### src/inc/bsx_pkg.sv
// Package with constants and types of the bit, shift and flag executor
package bsx_pkg;
   // Status flag positions
   localparam int FLAG_C = 0;
   localparam int FLAG_Z = 1;
   localparam int FLAG_N = 2;
   localparam int FLAG_V = 3;
   localparam int FLAG_S = 4;
   localparam int FLAG_H = 5;
   localparam int FLAG_T = 6;
   localparam int FLAG_I = 7;
   // Reset values
   localparam logic [7:0] STATUS_RST = 8'h00;
   localparam logic [7:0] RES_RST    = 8'h00;
   // Cycle counts
   localparam logic [1:0] CYC_IO_BIT = 2'h2;
   localparam logic [1:0] CYC_SINGLE = 2'h1;
   // Register offsets (bus)
   localparam logic [3:0] OFS_STATUS = 4'h0;
   localparam logic [3:0] OFS_RESULT = 4'h1;
   localparam logic [3:0] OFS_IOOUT  = 4'h2;
   localparam logic [3:0] OFS_STATE  = 4'h3;

   typedef enum logic [4:0] {
      BSX_IDLE_OP,
      BSX_IO_BIT_SET_OP,
      BSX_IO_BIT_CLEAR_OP,
      BSX_SHIFT_LEFT_LOGICAL_OP,
      BSX_SHIFT_RIGHT_LOGICAL_OP,
      BSX_ROTATE_LEFT_CARRY_OP,
      BSX_ROTATE_RIGHT_CARRY_OP,
      BSX_SHIFT_RIGHT_ARITH_OP,
      BSX_NIBBLE_SWAP_OP,
      BSX_FLAG_SET_GENERIC_OP,
      BSX_FLAG_CLEAR_GENERIC_OP,
      BSX_BIT_TO_TRANSFER_OP,
      BSX_TRANSFER_TO_BIT_OP,
      BSX_SLEEP_OP,
      BSX_WATCHDOG_RESTART_OP,
      BSX_BREAK_OP
   } bsx_op_t;
endpackage : bsx_pkg

### src/inc/bsx_shift_if.sv
// Interface carrying shifter operands and results
`timescale 1ns/1ps
interface bsx_shift_if;
   logic               [7:0] opnd;
   logic                     carry_in;
   bsx_pkg::bsx_op_t         op;
   logic               [7:0] res;
   logic                     c_out;
   logic                     z_out;
   logic                     n_out;
   logic                     v_out;
   modport core (output opnd, carry_in, op, input res, c_out, z_out, n_out,
                 v_out);
   modport alu  (input opnd, carry_in, op, output res, c_out, z_out, n_out,
                 v_out);
endinterface : bsx_shift_if

### src/hw/bsx_shifter.sv
// Combinational shifter, rotator and nibble swapper with flag results
`timescale 1ns/1ps
module bsx_shifter (
   bsx_shift_if.alu sh
);
   // ==========================================================
   // Result selection
   wire [7:0] lsl_w = {sh.opnd[6:0], 1'b0};
   wire [7:0] lsr_w = {1'b0, sh.opnd[7:1]};
   wire [7:0] rol_w = {sh.opnd[6:0], sh.carry_in};
   wire [7:0] ror_w = {sh.carry_in, sh.opnd[7:1]};
   wire [7:0] asr_w = {sh.opnd[7], sh.opnd[7:1]};
   wire [7:0] swp_w = {sh.opnd[3:0], sh.opnd[7:4]};
   wire       left_w =
      (sh.op == bsx_pkg::BSX_SHIFT_LEFT_LOGICAL_OP) ||
      (sh.op == bsx_pkg::BSX_ROTATE_LEFT_CARRY_OP);

   assign sh.res =
      (sh.op == bsx_pkg::BSX_SHIFT_LEFT_LOGICAL_OP)  ? lsl_w :
      (sh.op == bsx_pkg::BSX_SHIFT_RIGHT_LOGICAL_OP) ? lsr_w :
      (sh.op == bsx_pkg::BSX_ROTATE_LEFT_CARRY_OP)   ? rol_w :
      (sh.op == bsx_pkg::BSX_ROTATE_RIGHT_CARRY_OP)  ? ror_w :
      (sh.op == bsx_pkg::BSX_SHIFT_RIGHT_ARITH_OP)   ? asr_w :
      (sh.op == bsx_pkg::BSX_NIBBLE_SWAP_OP)         ? swp_w :
      sh.opnd;

   // Carry is the bit pushed out; V is N xor C
   assign sh.c_out = left_w ? sh.opnd[7] : sh.opnd[0];
   assign sh.z_out = (sh.res == 8'h00);
   assign sh.n_out = sh.res[7];
   assign sh.v_out = sh.res[7] ^ sh.c_out;
endmodule : bsx_shifter

### src/hw/bsx_exec.sv
// Execution unit for bit, shift, flag and core control instructions
`timescale 1ns/1ps
module bsx_exec (
   input  wire logic              ref_clk,
   input  wire logic              rst_n,
   input  wire logic              issue,
   input  wire bsx_pkg::bsx_op_t  op,
   input  wire logic        [7:0] opnd,
   input  wire logic        [2:0] bit_sel,
   input  wire logic        [5:0] io_addr,
   input  wire logic        [7:0] io_rdata,
   input  wire logic        [3:0] reg_addr,
   input  wire logic        [7:0] reg_wdata,
   input  wire logic              reg_wr,
   input  wire logic              reg_rd,
   output logic             [7:0] reg_rdata,
   output logic             [7:0] status_flags_reg,
   output logic             [7:0] result,
   output logic                   result_we,
   output logic             [5:0] io_waddr,
   output logic             [7:0] io_wdata,
   output logic                   io_we,
   output logic                   busy,
   output logic                   done,
   output logic                   sleep_req,
   output logic                   watchdog_restart,
   output logic                   debug_break
);
   // ==========================================================
   // State and registers
   typedef enum logic {BSX_ST_RUN, BSX_ST_IO_WR} bsx_state_t;
   bsx_state_t  state_r;
   logic  [7:0] flags_r;
   logic  [7:0] res_r;
   logic        res_we_r;
   logic  [5:0] io_addr_r;
   logic  [7:0] io_data_r;
   logic        io_we_r;
   logic        io_set_r;
   logic  [2:0] io_bit_r;
   logic        done_r;
   logic        sleep_r;
   logic        wdr_r;
   logic        brk_r;
   logic  [7:0] rdata_r;

   bsx_shift_if sh ();
   assign sh.opnd     = opnd;
   assign sh.carry_in = flags_r[bsx_pkg::FLAG_C];
   assign sh.op       = op;

   bsx_shifter u_shifter (
      .sh (sh)
   );

   // ==========================================================
   // Decode
   wire       take_w  = issue && (state_r == BSX_ST_RUN);
   wire [7:0] bmask_w = 8'h01 << bit_sel;
   wire       is_shift_w =
      (op == bsx_pkg::BSX_SHIFT_LEFT_LOGICAL_OP) ||
      (op == bsx_pkg::BSX_SHIFT_RIGHT_LOGICAL_OP) ||
      (op == bsx_pkg::BSX_ROTATE_LEFT_CARRY_OP) ||
      (op == bsx_pkg::BSX_ROTATE_RIGHT_CARRY_OP) ||
      (op == bsx_pkg::BSX_SHIFT_RIGHT_ARITH_OP);
   wire       is_io_w =
      (op == bsx_pkg::BSX_IO_BIT_SET_OP) ||
      (op == bsx_pkg::BSX_IO_BIT_CLEAR_OP);
   wire [7:0] shflags_w = (flags_r & ~8'h0f) |
      ({4'h0, sh.v_out, sh.n_out, sh.z_out, sh.c_out});
   wire [7:0] bld_w = (opnd & ~bmask_w) |
      (flags_r[bsx_pkg::FLAG_T] ? bmask_w : 8'h00);
   wire [7:0] bst_w = opnd[bit_sel] ?
      (flags_r | (8'h01 << bsx_pkg::FLAG_T)) :
      (flags_r & ~(8'h01 << bsx_pkg::FLAG_T));

   // Dedicated flag ops map onto the generic set/clear with bit_sel as s
   wire [7:0] flags_nxt =
      !take_w ? flags_r :
      is_shift_w ? shflags_w :
      (op == bsx_pkg::BSX_FLAG_SET_GENERIC_OP) ?
         (flags_r | bmask_w) :
      (op == bsx_pkg::BSX_FLAG_CLEAR_GENERIC_OP) ?
         (flags_r & ~bmask_w) :
      (op == bsx_pkg::BSX_BIT_TO_TRANSFER_OP) ? bst_w :
      flags_r;

   wire       res_we_nxt = take_w && (is_shift_w ||
      (op == bsx_pkg::BSX_NIBBLE_SWAP_OP) ||
      (op == bsx_pkg::BSX_TRANSFER_TO_BIT_OP));
   wire [7:0] res_nxt = (op == bsx_pkg::BSX_TRANSFER_TO_BIT_OP) ?
      bld_w : sh.res;

   // Read-modify-write of I/O: capture in first cycle, write in second
   wire [7:0] io_mod_w = io_set_r ? (io_rdata | (8'h01 << io_bit_r)) :
                                    (io_rdata & ~(8'h01 << io_bit_r));

   // Register read decode
   wire [7:0] rd_mux_w =
      (reg_addr == bsx_pkg::OFS_STATUS) ? flags_r :
      (reg_addr == bsx_pkg::OFS_RESULT) ? res_r :
      (reg_addr == bsx_pkg::OFS_IOOUT)  ? io_data_r :
      (reg_addr == bsx_pkg::OFS_STATE)  ?
         {7'h00, state_r == BSX_ST_IO_WR} : 8'h00;
   wire       sw_flag_wr_w = reg_wr && (reg_addr == bsx_pkg::OFS_STATUS);

   // ==========================================================
   // Sequential logic
   always_ff @(posedge ref_clk or negedge rst_n) begin
      if (!rst_n) begin
         state_r <= BSX_ST_RUN;
         flags_r <= bsx_pkg::STATUS_RST;
      end else begin
         // Instruction update takes priority over software write
         if (take_w && is_io_w) begin
            state_r <= BSX_ST_IO_WR;
         end else begin
            state_r <= BSX_ST_RUN;
         end
         if (sw_flag_wr_w && !take_w) begin
            flags_r <= reg_wdata;
         end else begin
            flags_r <= flags_nxt;
         end
      end
   end

   always_ff @(posedge ref_clk or negedge rst_n) begin
      if (!rst_n) begin
         res_r    <= bsx_pkg::RES_RST;
         res_we_r <= 1'b0;
      end else begin
         res_we_r <= res_we_nxt;
         if (res_we_nxt) begin
            res_r <= res_nxt;
         end
      end
   end

   always_ff @(posedge ref_clk or negedge rst_n) begin
      if (!rst_n) begin
         io_addr_r <= 6'h00;
         io_set_r  <= 1'b0;
         io_bit_r  <= 3'h0;
         io_data_r <= 8'h00;
         io_we_r   <= 1'b0;
      end else begin
         io_we_r <= (state_r == BSX_ST_IO_WR);
         if (take_w && is_io_w) begin
            io_addr_r <= io_addr;
            io_bit_r  <= bit_sel;
            io_set_r  <= (op == bsx_pkg::BSX_IO_BIT_SET_OP);
         end
         if (state_r == BSX_ST_IO_WR) begin
            io_data_r <= io_mod_w;
         end
      end
   end

   always_ff @(posedge ref_clk or negedge rst_n) begin
      if (!rst_n) begin
         done_r  <= 1'b0;
         sleep_r <= 1'b0;
         wdr_r   <= 1'b0;
         brk_r   <= 1'b0;
         rdata_r <= 8'h00;
      end else begin
         done_r  <= (take_w && !is_io_w && op != bsx_pkg::BSX_BREAK_OP) ||
                    (state_r == BSX_ST_IO_WR);
         sleep_r <= take_w && (op == bsx_pkg::BSX_SLEEP_OP);
         wdr_r   <= take_w &&
                    (op == bsx_pkg::BSX_WATCHDOG_RESTART_OP);
         brk_r   <= take_w && (op == bsx_pkg::BSX_BREAK_OP);
         if (reg_rd) begin
            rdata_r <= rd_mux_w;
         end
      end
   end

   // ==========================================================
   // Outputs
   assign status_flags_reg = flags_r;
   assign result           = res_r;
   assign result_we        = res_we_r;
   assign io_waddr         = io_addr_r;
   assign io_wdata         = io_data_r;
   assign io_we            = io_we_r;
   assign busy             = (state_r == BSX_ST_IO_WR);
   assign done             = done_r;
   assign sleep_req        = sleep_r;
   assign watchdog_restart = wdr_r;
   assign debug_break      = brk_r;
   assign reg_rdata        = rdata_r;

   // ==========================================================
   // Checks
   io_two_cycle_a: assert property (@(posedge ref_clk) disable iff (!rst_n)
      take_w && is_io_w |=> busy ##1 io_we && done)
      else $error("I/O bit op not two cycles");
   io_flags_keep_a: assert property (@(posedge ref_clk) disable iff (!rst_n)
      take_w && is_io_w && !sw_flag_wr_w |=> $stable(status_flags_reg))
      else $error("I/O bit op changed flags");
   io_clear_bit_a: assert property (@(posedge ref_clk) disable iff (!rst_n)
      state_r == BSX_ST_IO_WR && !io_set_r |=> !io_wdata[io_bit_r])
      else $error("Clear bit not zero");
   shl_result_a: assert property (@(posedge ref_clk) disable iff (!rst_n)
      take_w && op == bsx_pkg::BSX_SHIFT_LEFT_LOGICAL_OP |=>
      result == {$past(opnd[6:0]), 1'b0} && result_we &&
      status_flags_reg[0] == $past(opnd[7]))
      else $error("Left shift wrong");
   ror_result_a: assert property (@(posedge ref_clk) disable iff (!rst_n)
      take_w && op == bsx_pkg::BSX_ROTATE_RIGHT_CARRY_OP |=>
      result[7] == $past(flags_r[0]) && status_flags_reg[0] ==
      $past(opnd[0]))
      else $error("Rotate right wrong");
   asr_sign_a: assert property (@(posedge ref_clk) disable iff (!rst_n)
      take_w && op == bsx_pkg::BSX_SHIFT_RIGHT_ARITH_OP |=>
      result[7] == result[6])
      else $error("Arithmetic shift lost sign");
   swap_result_a: assert property (@(posedge ref_clk) disable iff (!rst_n)
      take_w && op == bsx_pkg::BSX_NIBBLE_SWAP_OP |=>
      result == {$past(opnd[3:0]), $past(opnd[7:4])})
      else $error("Swap wrong");
   bst_t_a: assert property (@(posedge ref_clk) disable iff (!rst_n)
      take_w && op == bsx_pkg::BSX_BIT_TO_TRANSFER_OP |=>
      status_flags_reg[6] == $past(opnd[bit_sel]))
      else $error("Bit store wrong");
   sleep_pulse_a: assert property (@(posedge ref_clk) disable iff (!rst_n)
      take_w && op == bsx_pkg::BSX_SLEEP_OP |=> sleep_req && done
      ##1 !sleep_req)
      else $error("Sleep pulse wrong");
   wdr_pulse_a: assert property (@(posedge ref_clk) disable iff (!rst_n)
      take_w && op == bsx_pkg::BSX_WATCHDOG_RESTART_OP |=>
      watchdog_restart && done)
      else $error("Watchdog restart missing");
endmodule : bsx_exec

### config.mk
export PLATFORM = sky130hd
export DESIGN_NAME = bsx_exec
export DESIGN_NICKNAME = d
export VERILOG_FILES = /design/src/inc/bsx_pkg.sv /design/src/inc/bsx_shift_if.sv /design/src/hw/bsx_shifter.sv /design/src/hw/bsx_exec.sv
export SDC_FILE = /design/constraint.sdc
export NUM_CORES = 1
export LEC_CHECK = 0
export ABC_AREA = 1
export BUFFER_PORTS_ARGS = -buffer_cell sky130_fd_sc_hd__buf_2
export CAP_MARGIN = 40
export CORE_MARGIN = 8
export CORE_UTILIZATION = 50
export DETAILED_ROUTE_END_ITERATION = 16
export PLACE_DENSITY = 0.86
export SYNTH_ARGS = -nofsm -noshare
export SYNTH_HDL_FRONTEND = slang
export SYNTH_SLANG_ARGS = --single-unit
### constraint.sdc
create_clock -name ref_clk -period 2.72 [get_ports ref_clk]
set_input_delay 0.272 -clock ref_clk [delete_from_list [all_inputs] [get_ports ref_clk]]
set_output_delay 0.272 -clock ref_clk [all_outputs]
set_load 0.05 [all_outputs]
After elaboration in Yosys (flattened, before gate mapping)
Cells that the tools add are included.
Word-level totals
  register bits: 49
  input port bits: 47
  output and inout bits: 45
  word-level logic and storage cells: 100
Cells by class
  magnitude comparators: 1
  equal/unequal tests: 19
  shift operators: 2
  muxes and demuxes: 24
  bitwise operators: 11
  reduce and logical (&&, ||, !) cells: 28
Operator list (number)
  8-bit two-way mux: 17
  5-bit by 4-bit equality test with 1-bit output, second input constant: 8
  8-bit AND: 3
  8-bit bitwise OR: 3
  5-bit by 3-bit equality test with 1-bit output, second input constant: 4
  8-bit inverter: 2
  1-bit by 3-bit << shifter with 8-bit output, first input constant: 2
  7-bit two-way mux: 2
  5-bit by 2-bit equality test with 1-bit output, second input constant: 2
  1-bit logical AND: 10
  1-bit logical OR: 9
  4-bit by 2-bit equality test with 1-bit output, second input constant: 2
  8-bit zero test: 1
  8-bit by 4-bit bitwise OR with 8-bit output: 1
  5-bit by 1-bit equality test with 1-bit output, second input constant: 1
  5-bit by 4-bit inequality test with 1-bit output, second input constant: 1
  5-bit nonzero test: 1
  4-bit by 1-bit equality test with 1-bit output, second input constant: 1
  4-bit zero test: 1
  3-bit by 4-bit < comparator with 1-bit output, second input constant: 1
  1-bit two-way mux: 4
  2-bit AND reduction: 2
  4-bit nonzero test: 1
  1-bit binary-select mux with 3-bit select: 1
  4 further kinds: 5

Logic depth before layout (Yosys ltp)
Gate-level depths: netlist of run 1.
  depth in word-level cells: 12
  mapped depth: 14
  mapped depth without buffers: 14

Cells and area by module
Synthesis of run 1 repeated with hierarchy kept, for this count alone.
Unflattened totals
  cells, all modules: 508
  area total of the unflattened synthesis: 3498.4 um2
By module, submodules not included
  bsx_exec: instances 1, cells an instance 384, area an instance 2832.7 um2, seq. area each 1226.2 um2
  bsx_shifter: instances 1, cells an instance 124, area an instance 665.6 um2, seq. area each 0.0 um2

Least setup slack after synthesis of run 1
OpenSTA, ideal clock, no wires.
  path kind: flip-flop to flip-flop
  from: register state_r (netlist: busy)
  to: register flags_r[7] (netlist: status_flags_reg[7])
  setup time: 121 ps
  arrival time: 1713 ps
  data required time: 2599 ps
  slack: 886 ps
  stages on the path, launching flop included: 11
  buffers on the path: 0
  clock period less this slack: 1834 ps
  cell sequence: dfrtp_1 -> nor2_2 -> inv_2 -> nand3_2 -> nand2_1 -> inv_1 -> nand2_1 -> nand2_2 -> nor2_4 -> nand2_1 -> a22o_1
On the way
  cells in the longest elaborated chain, start to end: 6
  elaborated cells on any way between the ends: 8
  those cells by class: mux (1); bitwise (1); reduce/logical (6)
RTL lines
  start: declaration: line bsx_exec.sv:32  | bsx_state_t state_r;
  start signal: assignment: line bsx_exec.sv:111  | state_r <= BSX_ST_RUN;
  start signal: assignment: line bsx_exec.sv:116  | state_r <= BSX_ST_IO_WR;
  start signal: assignment: line bsx_exec.sv:118  | state_r <= BSX_ST_RUN;
  1-bit inverter *: line bsx_exec.sv:58  | wire take_w = issue && (state_r == BSX_ST_RUN);
  1-bit logical AND *: line bsx_exec.sv:58
  1-bit zero test: line bsx_exec.sv:120  | if (sw_flag_wr_w && !take_w) begin
  1-bit logical AND: line bsx_exec.sv:120
  4-bit nonzero test (no source line) or 2-bit nonzero test (tied branches)
  2-bit AND reduction (no source line)
  end signal: assignment: line bsx_exec.sv:112  | flags_r <= bsx_pkg::STATUS_RST;
  end signal: assignment: line bsx_exec.sv:121  | flags_r <= reg_wdata;
  end signal: assignment: line bsx_exec.sv:123  | flags_r <= flags_nxt;
  end: declaration: line bsx_exec.sv:33  | logic [7:0] flags_r;
Mark *: on every way between the ends. The rest lies on a longest branch, timed or not.
A chain may end at the register's enable or synchronous reset.

Final worst setup path of run 1
  from: input port op[1]
  to: register res_r[0] (netlist: result[0])
On the way
  cells in the longest elaborated chain, start to end: 8
  elaborated cells on any way between the ends: 21
  those cells by class: eq/ne (7); mux (7); reduce/logical (7)
RTL lines
  start: declaration: line bsx_exec.sv:7  | input wire bsx_pkg::bsx_op_t op,
  5-bit by 4-bit equality test with 1-bit output (tied with other cells): line bsx_shifter.sv:24, bsx_exec.sv:89
  8-bit two-way mux or 1-bit logical OR (tied branches): line bsx_shifter.sv:24, bsx_exec.sv:61
  8-bit two-way mux or 1-bit logical OR (tied branches): line bsx_shifter.sv:23, bsx_exec.sv:62
  8-bit two-way mux or 1-bit logical OR (tied branches): line bsx_shifter.sv:22, bsx_exec.sv:63
  8-bit two-way mux or 1-bit logical OR (tied branches): line bsx_shifter.sv:21, bsx_exec.sv:64
  8-bit two-way mux or 1-bit logical OR (tied branches): line bsx_shifter.sv:20, bsx_exec.sv:88
  8-bit two-way mux or 1-bit logical OR (tied branches): line bsx_shifter.sv:19, bsx_exec.sv:89
  8-bit two-way mux or 1-bit logical AND (tied branches): line bsx_exec.sv:91, bsx_exec.sv:88
  end signal: assignment: line bsx_exec.sv:130  | res_r <= bsx_pkg::RES_RST;
  end signal: assignment: line bsx_exec.sv:135  | res_r <= res_nxt;
  end: declaration: line bsx_exec.sv:34  | logic [7:0] res_r;
Parallel ways exist; a longest one is shown, timed or not.

==> flow_summary.ini, run 1 <==
[timing]
fmax_mhz = 568
slew_viol_final = 0
setup_viol = 0
skew_ns = 0.00872
post-route-period-util_pct = 64.8
hold_viol_final = 0
whs_ns = 0.149
fin_crit_ns = 1.76
worstMarginPinSlew_ns = 0.482
tns_ns = 0
rsz0062_at_grt = false
relSlewSlack_pct = 67.9
setup_ws_ns = 0.959

[floorplanning]
coreArea_mm2 = 0.00624
io_pins = 92
die_h_um = 95.6
dieArea_mm2 = 0.00913
rows = 29
die_x_um = 95.6
initial_core_util_pct = 50.7

[worst_setup_path]
end_kind = flop
critical_path.max_stage_delay_ns = 0.42
crit_fanout = 12
worstPathRequired_ns = 2.90
cp.arrival_ns = 1.94
cp_top_family = simple AND/OR/NAND/NOR gates
critPathBufInv = 5
worstPathCellList = buf_2, nor2_4, inv_2, nor2_2, inv_2, a31oi_1, buf_4, inv_1, nand2_1, nand2_1
slowest_stage = nor2_2
critPathKind = in -> reg
start_kind = input pin

[clocking]
ctsResizeCount = 0
clk_pin_slew_ns = 0.10
cts_max_path_buffers = 2
clk_latency_ns = 0.31
root_buffer = clkbuf_8
htree_levels = 2
cts-buffers-inserted = 5
clock-sinks = 49
cts_tree = yes

[power_and_ir_drop]
pwr-share-seq_pct = 41.2
leakagePower_nw = 2.03
clockPowerShare_pct = 18.3
combPwrFrac_pct = 40.6
irDropWorstVdd_mv = 0.427
switching_share_pct = 47.0
p_per_area_mw_per_mm2 = 623
p_sw_mw = 1.12
p_int_mw = 1.26

[global_routing]
antenna_found_initial = 0
grt_start_max_net_pins = 33
grt_first_pass_wirelength_um = 16700
grt.total_usage_pct = 23.4
grt-ovfl-total = 0
grt_pass1_vias = 3367

[route]
routedWlPerCell_um = 16.4
via_per_inst = 5.54
drcViolationCount = 0
drt-initial-drc-count = 245
ant_nets = 0
wirelength_um = 10400
via_count = 3503
dr.pass1.iters = 5

[placed_design]
hpwl_um = 8320
dpl_cell_area_mm2 = 0.00371
numPortBuffers = 91
dp_worst_setup_slack_ns = 0.668
gp_congestion = 0.943

[status]
status = finished clean

[logic_synthesis]
post_synth_inst_count = 459
synth_seq_cells = 49
ys_types = 34
ys_warn_count = 0
syn_area_mm2 = 0.00316
synthesis.nets = 506
postSynthAreaPerCell_um2 = 6.89
synth_edf_count = 0
yosys_most_used_dff = dfrtp_1
ys_seq_area_share_pct = 38.8
synthArstFlopShare_pct = 100

[layout]
area_delta_synth_final_pct = 20.5
n_antenna_cell = 0
final_util_pct = 61.1
final_cell_area_mm2 = 0.00381
fill_cells = 591
layout-drive-gt1-share_pct = 24.3
nets = 601

[job]
cap_violations = 0

[hold_path]
hp-class = in -> reg
[stage by stage]
stage / total power [mW] / instances
after floorplan: 1.65 / 459
after global placement: 1.93 / 622
after detailed placement: 1.95 / 623
after CTS: 2.38 / 632
after global routing: 2.50 / 632
final: 2.38 / 632
[worst register-to-register path, delay by kind of cell, from the launching register on]
| family | cells | cell delay, ns |
|---|---|---|
| buffers and inverters | 2 | 0.21 |
| AO/OA/AOI/OAI | 1 | 0.13 |
| AND/OR/NAND/NOR | 6 | 0.94 |
| flip-flops | 1 | 0.39 |
[cell usage in the layout (no fill, tap or decap), drive strengths merged, types with 5 or more instances in the layout]
cell,netlist,final
inv,57,57
o21ai,54,54
a31oi,5,5
nand4,6,6
a221oi,8,8
a21oi,25,25
nand2,134,134
nor3,11,11
nand3,28,28
nor2,54,54
clkbuf,2,6
o211ai,6,6
buf,6,95
dfrtp,49,49
[metal layers]
layer  up-vias  global-route usage [%]  share of wire (%)
li1       1713                       -                  -
met1      1632                    29.2                 42
met2       144                    39.7                 49
met3        14                    3.15                7.4
met4         0                    9.86                1.8
met5         -                       0                  0
[synthesized netlist by cell type (6+ instances only)]
cell type / instances / area (um^2)
nor2_1: 42 / 158
nand3_1: 24 / 120
a21oi_1: 24 / 120
nor2_2: 6 / 37.5
nand4_1: 6 / 37.5
o211ai_1: 6 / 45.0
o21ai_1: 6 / 30.0
nor3_1: 11 / 55.1
nor2_4: 6 / 67.6
inv_1: 47 / 176
inv_2: 10 / 37.5
nand2_1: 129 / 484
a221oi_1: 8 / 70.1
o21ai_0: 47 / 235
dfrtp_1: 49 / 1230
[cell type report]
class                   instances  area (um^2)  area share, %
flip-flops and latches         49         1230           32.2
clock buffers                   6         72.6           1.90
well taps                      77         96.3           2.53
inverters                      59          221           5.81
clock inverters                 2         15.0          0.394
multi-input cells             343         1670           43.9
repair buffers                 96          508           13.3
[timing repair]
item | CTS | global route
hold buffers | 1 | 0
hold endpoints to repair | 17 | 0
buffers inserted | 0 | 0
[power groups by stage]
stage	clock [mW]	sequential, mW	combinational [mW]
4_1_cts	0.439	0.977	0.966
5_1_grt	0.470	0.997	1.03
3_5_place_dp	0	0.991	0.964
6_report	0.434	0.978	0.963
3_3_place_gp	0	0.983	0.949
2_1_floorplan	0	1.37	0.281
[path summary, 6_finish.rpt]
| path | from | endpoint | slack (ns) | cells after the start |
|---|---|---|---|---|
| worst max-delay path | op[1] | result[0] | 0.96 | 10 |
| worst max register to register | busy | status_flags_reg[1] | 0.97 | 9 |
| worst min-delay path | io_addr[5] | io_waddr[5] | 0.15 | 3 |
| min in group asynchronous | rst_n | io_wdata[6] | 0.43 | 2 |
| max in group asynchronous | rst_n | status_flags_reg[7] | 1.77 | 3 |
| worst min register to register | io_waddr[1] | io_waddr[1] | 0.49 | 2 |
[kinds of logic (layout without fill, tap and decap cells)]
kind of cell	count (synthesis)	count (layout)	synth area share, %
AND/OR/NAND/NOR	236	236	33.2
AO/OA/AOI/OAI	106	106	19.4
buffers and inverters	67	163	8.38
flip-flops	49	49	38.8
XOR/XNOR	1	1	0.277
Note: power is estimated with default switching activity, not from simulation.
==> run 2: changes to the inputs <==
--- a/config.mk
+++ b/config.mk
@@ -5,11 +5,11 @@
 export SDC_FILE = /design/constraint.sdc
 export NUM_CORES = 1
 export LEC_CHECK = 0
-export ABC_AREA = 1
+export ABC_AREA = 0
 export BUFFER_PORTS_ARGS = -buffer_cell sky130_fd_sc_hd__buf_2
 export CAP_MARGIN = 40
 export CORE_MARGIN = 8
-export CORE_UTILIZATION = 50
+export CORE_UTILIZATION = 48
 export DETAILED_ROUTE_END_ITERATION = 16
 export PLACE_DENSITY = 0.86
 export SYNTH_ARGS = -nofsm -noshare
==> constraint.sdc (replaced) <==
create_clock -name ref_clk -period 1.6 [get_ports ref_clk]
set_input_delay 0.16 -clock ref_clk [delete_from_list [all_inputs] [get_ports ref_clk]]
set_output_delay 0.16 -clock ref_clk [all_outputs]
set_load 0.05 [all_outputs]
==> flow_summary.ini, run 2 <==
[timing]
hold_viol_final = 0
setup_ws_ns = -0.111
relSlewSlack_pct = 70.4
setup_viol = 5
rsz0062_at_grt = true
slew_viol_final = 0
post-route-period-util_pct = 107
skew_ns = 0.0122
tns_ns = -0.369
worstMarginPinSlew_ns = 0.442
whs_ns = 0.0498
fmax_mhz = 585
fin_crit_ns = 1.71

[clocking]
clock-sinks = 49
cts-buffers-inserted = 5
clk_latency_ns = 0.31
cts_max_path_buffers = 2
htree_levels = 2
clk_pin_slew_ns = 0.09
cts_tree = yes
root_buffer = clkbuf_8

[power_and_ir_drop]
irDropWorstVdd_mv = 0.399
p_per_area_mw_per_mm2 = 897
leakagePower_nw = 2.29

[route]
via_count = 3726
wl_met1_um = 4790
drcViolationCount = 0
wl_met3_um = 803
drt-initial-drc-count = 263
routed.top_layer = met4
dr.pass1.iters = 5
routedWlPerCell_um = 17.3
via_per_inst = 5.62
wirelength_um = 11500
ant_nets = 0
wl_met2_um = 5600

[layout]
layout-drive-gt1-share_pct = 39.2
final_cell_mix = buf_2 (91), buf_4 (82), nand2_1 (58)
final_cell_area_mm2 = 0.00466
nets = 610
area_delta_synth_final_pct = 35.0
fill_cells = 613
n_antenna_cell = 0
final-instance-count-excl-fill = 663
layout_commonest_cell = buf_2

[placed_design]
dp.cells = 649
dpl_cell_area_mm2 = 0.00450
dp_worst_setup_slack_ns = -0.248
hpwl_um = 9310
numPortBuffers = 91
gp_congestion = 1.03

[logic_synthesis]
ys_top_cells_by_area = dfrtp_1 (36%), mux2i_1 (7.0%), nand2_1 (6.3%)
synth_edf_count = 0
syn_area_mm2 = 0.00345
ys_types = 66
synthArstFlopShare_pct = 100
ys_warn_count = 0
yosys_most_used_dff = dfrtp_1
ys_seq_area_share_pct = 35.5
post_synth_inst_count = 408
yosysMostFrequentCell = nand2_1
yosysTopAreaCell = dfrtp_1
synth_seq_cells = 49
synthTopCellsByCount = nand2_1 (58), nor2_1 (50), dfrtp_1 (49)
synth_top_area_share_pct = 35.5
synthesis.nets = 455
postSynthAreaPerCell_um2 = 8.46

[hold_path]
whs_path_depth = 3
hp-class = in -> reg

[global_routing]
grt_first_pass_wirelength_um = 18000
antenna_found_initial = 0
grt_start_max_net_pins = 42
grt-ovfl-total = 0
grt_pass1_vias = 3610
grt.total_usage_pct = 22.4

[worst_setup_path]
reg2reg_depth = 6
worstPathRequired_ns = 1.82
end_kind = flop
start_kind = flop
critPathKind = reg -> reg
crit_fanout = 3
cp.arrival_ns = 1.94

[floorplanning]
initial_core_util_pct = 48.6
rows = 31
dieArea_mm2 = 0.0102
die_h_um = 101
coreArea_mm2 = 0.00710
io_pins = 92
die_x_um = 101

[job]
cap_violations = 0

[status]
status = finished, violations left
violations = negative setup slack
run 2: logic make-up (layout without fill, tap and decap cells):
logic type / after synthesis / count (layout) / synth area share, %
AO/OA/AOI/OAI: 102 / 102 / 19.5
XOR/XNOR: 1 / 1 / 0.471
buffers and inverters: 40 / 196 / 6.56
flip-flops: 49 / 49 / 35.5
multiplexers: 35 / 35 / 11.5
AND/OR/NAND/NOR: 181 / 181 / 26.4
run 2: final cells by class:
type,count,area (um^2),area share (%)
repair buffers,177,1130,24.3
well taps,99,124,2.66
flip-flops and latches,49,1230,26.3
inverters,11,41.3,0.886
multi-input cells,319,2050,44.0
clock buffers,6,72.6,1.56
clock inverters,2,13.8,0.295
run 2: where the power goes:
group          internal, mW  switching, mW
sequential             1.43          0.212
clock                 0.312          0.411
combinational         0.589           1.22
total                  2.33           1.84
run 2: metal layers:
metal | vias to the layer above | GRT usage [%]
met3 | 25 | 4.70
met5 | - | 0
met4 | 0 | 6.98
li1 | 1762 | -
met2 | 150 | 37.8
met1 | 1789 | 27.8
run 2: timing repair:
item / in CTS / in global routing
setup buffers: 3 / 3
hold buffers: 1 / 0
setup endpoints to repair: 8 / 14
cloned: 0 / 0
pin swaps: 4 / 6
resized for setup: 6 / 12
hold endpoints to repair: 8 / 0
run 2: stage by stage:
step                utilization, %  power [mW]
floorplan                        -        2.85
global placement              63.4        3.41
detailed placement            63.4        3.45
CTS                           65.2        4.18
global route                  65.6        4.38
finish                        65.6        4.18
run 2: critical path, stage by stage (launching register included):
cell and delay, ns:
dfrtp_1 0.39, and4b_1 0.21, a32o_1 0.21, a211oi_2 0.25
nor3_1 0.11, o31a_1 0.26, o31ai_2 0.21
run 2: final timing paths:
path	startpoint	endpoint	slack (ns)
worst min register to register	io_waddr[4]	io_waddr[4]	0.48
worst min-delay path	io_addr[5]	io_waddr[5]	0.05
min in group asynchronous	rst_n	status_flags_reg[2]	0.26
worst max-delay path	status_flags_reg[0]	status_flags_reg[3]	-0.11
max in group asynchronous	rst_n	busy	0.82
worst max register to register	status_flags_reg[0]	status_flags_reg[3]	-0.11
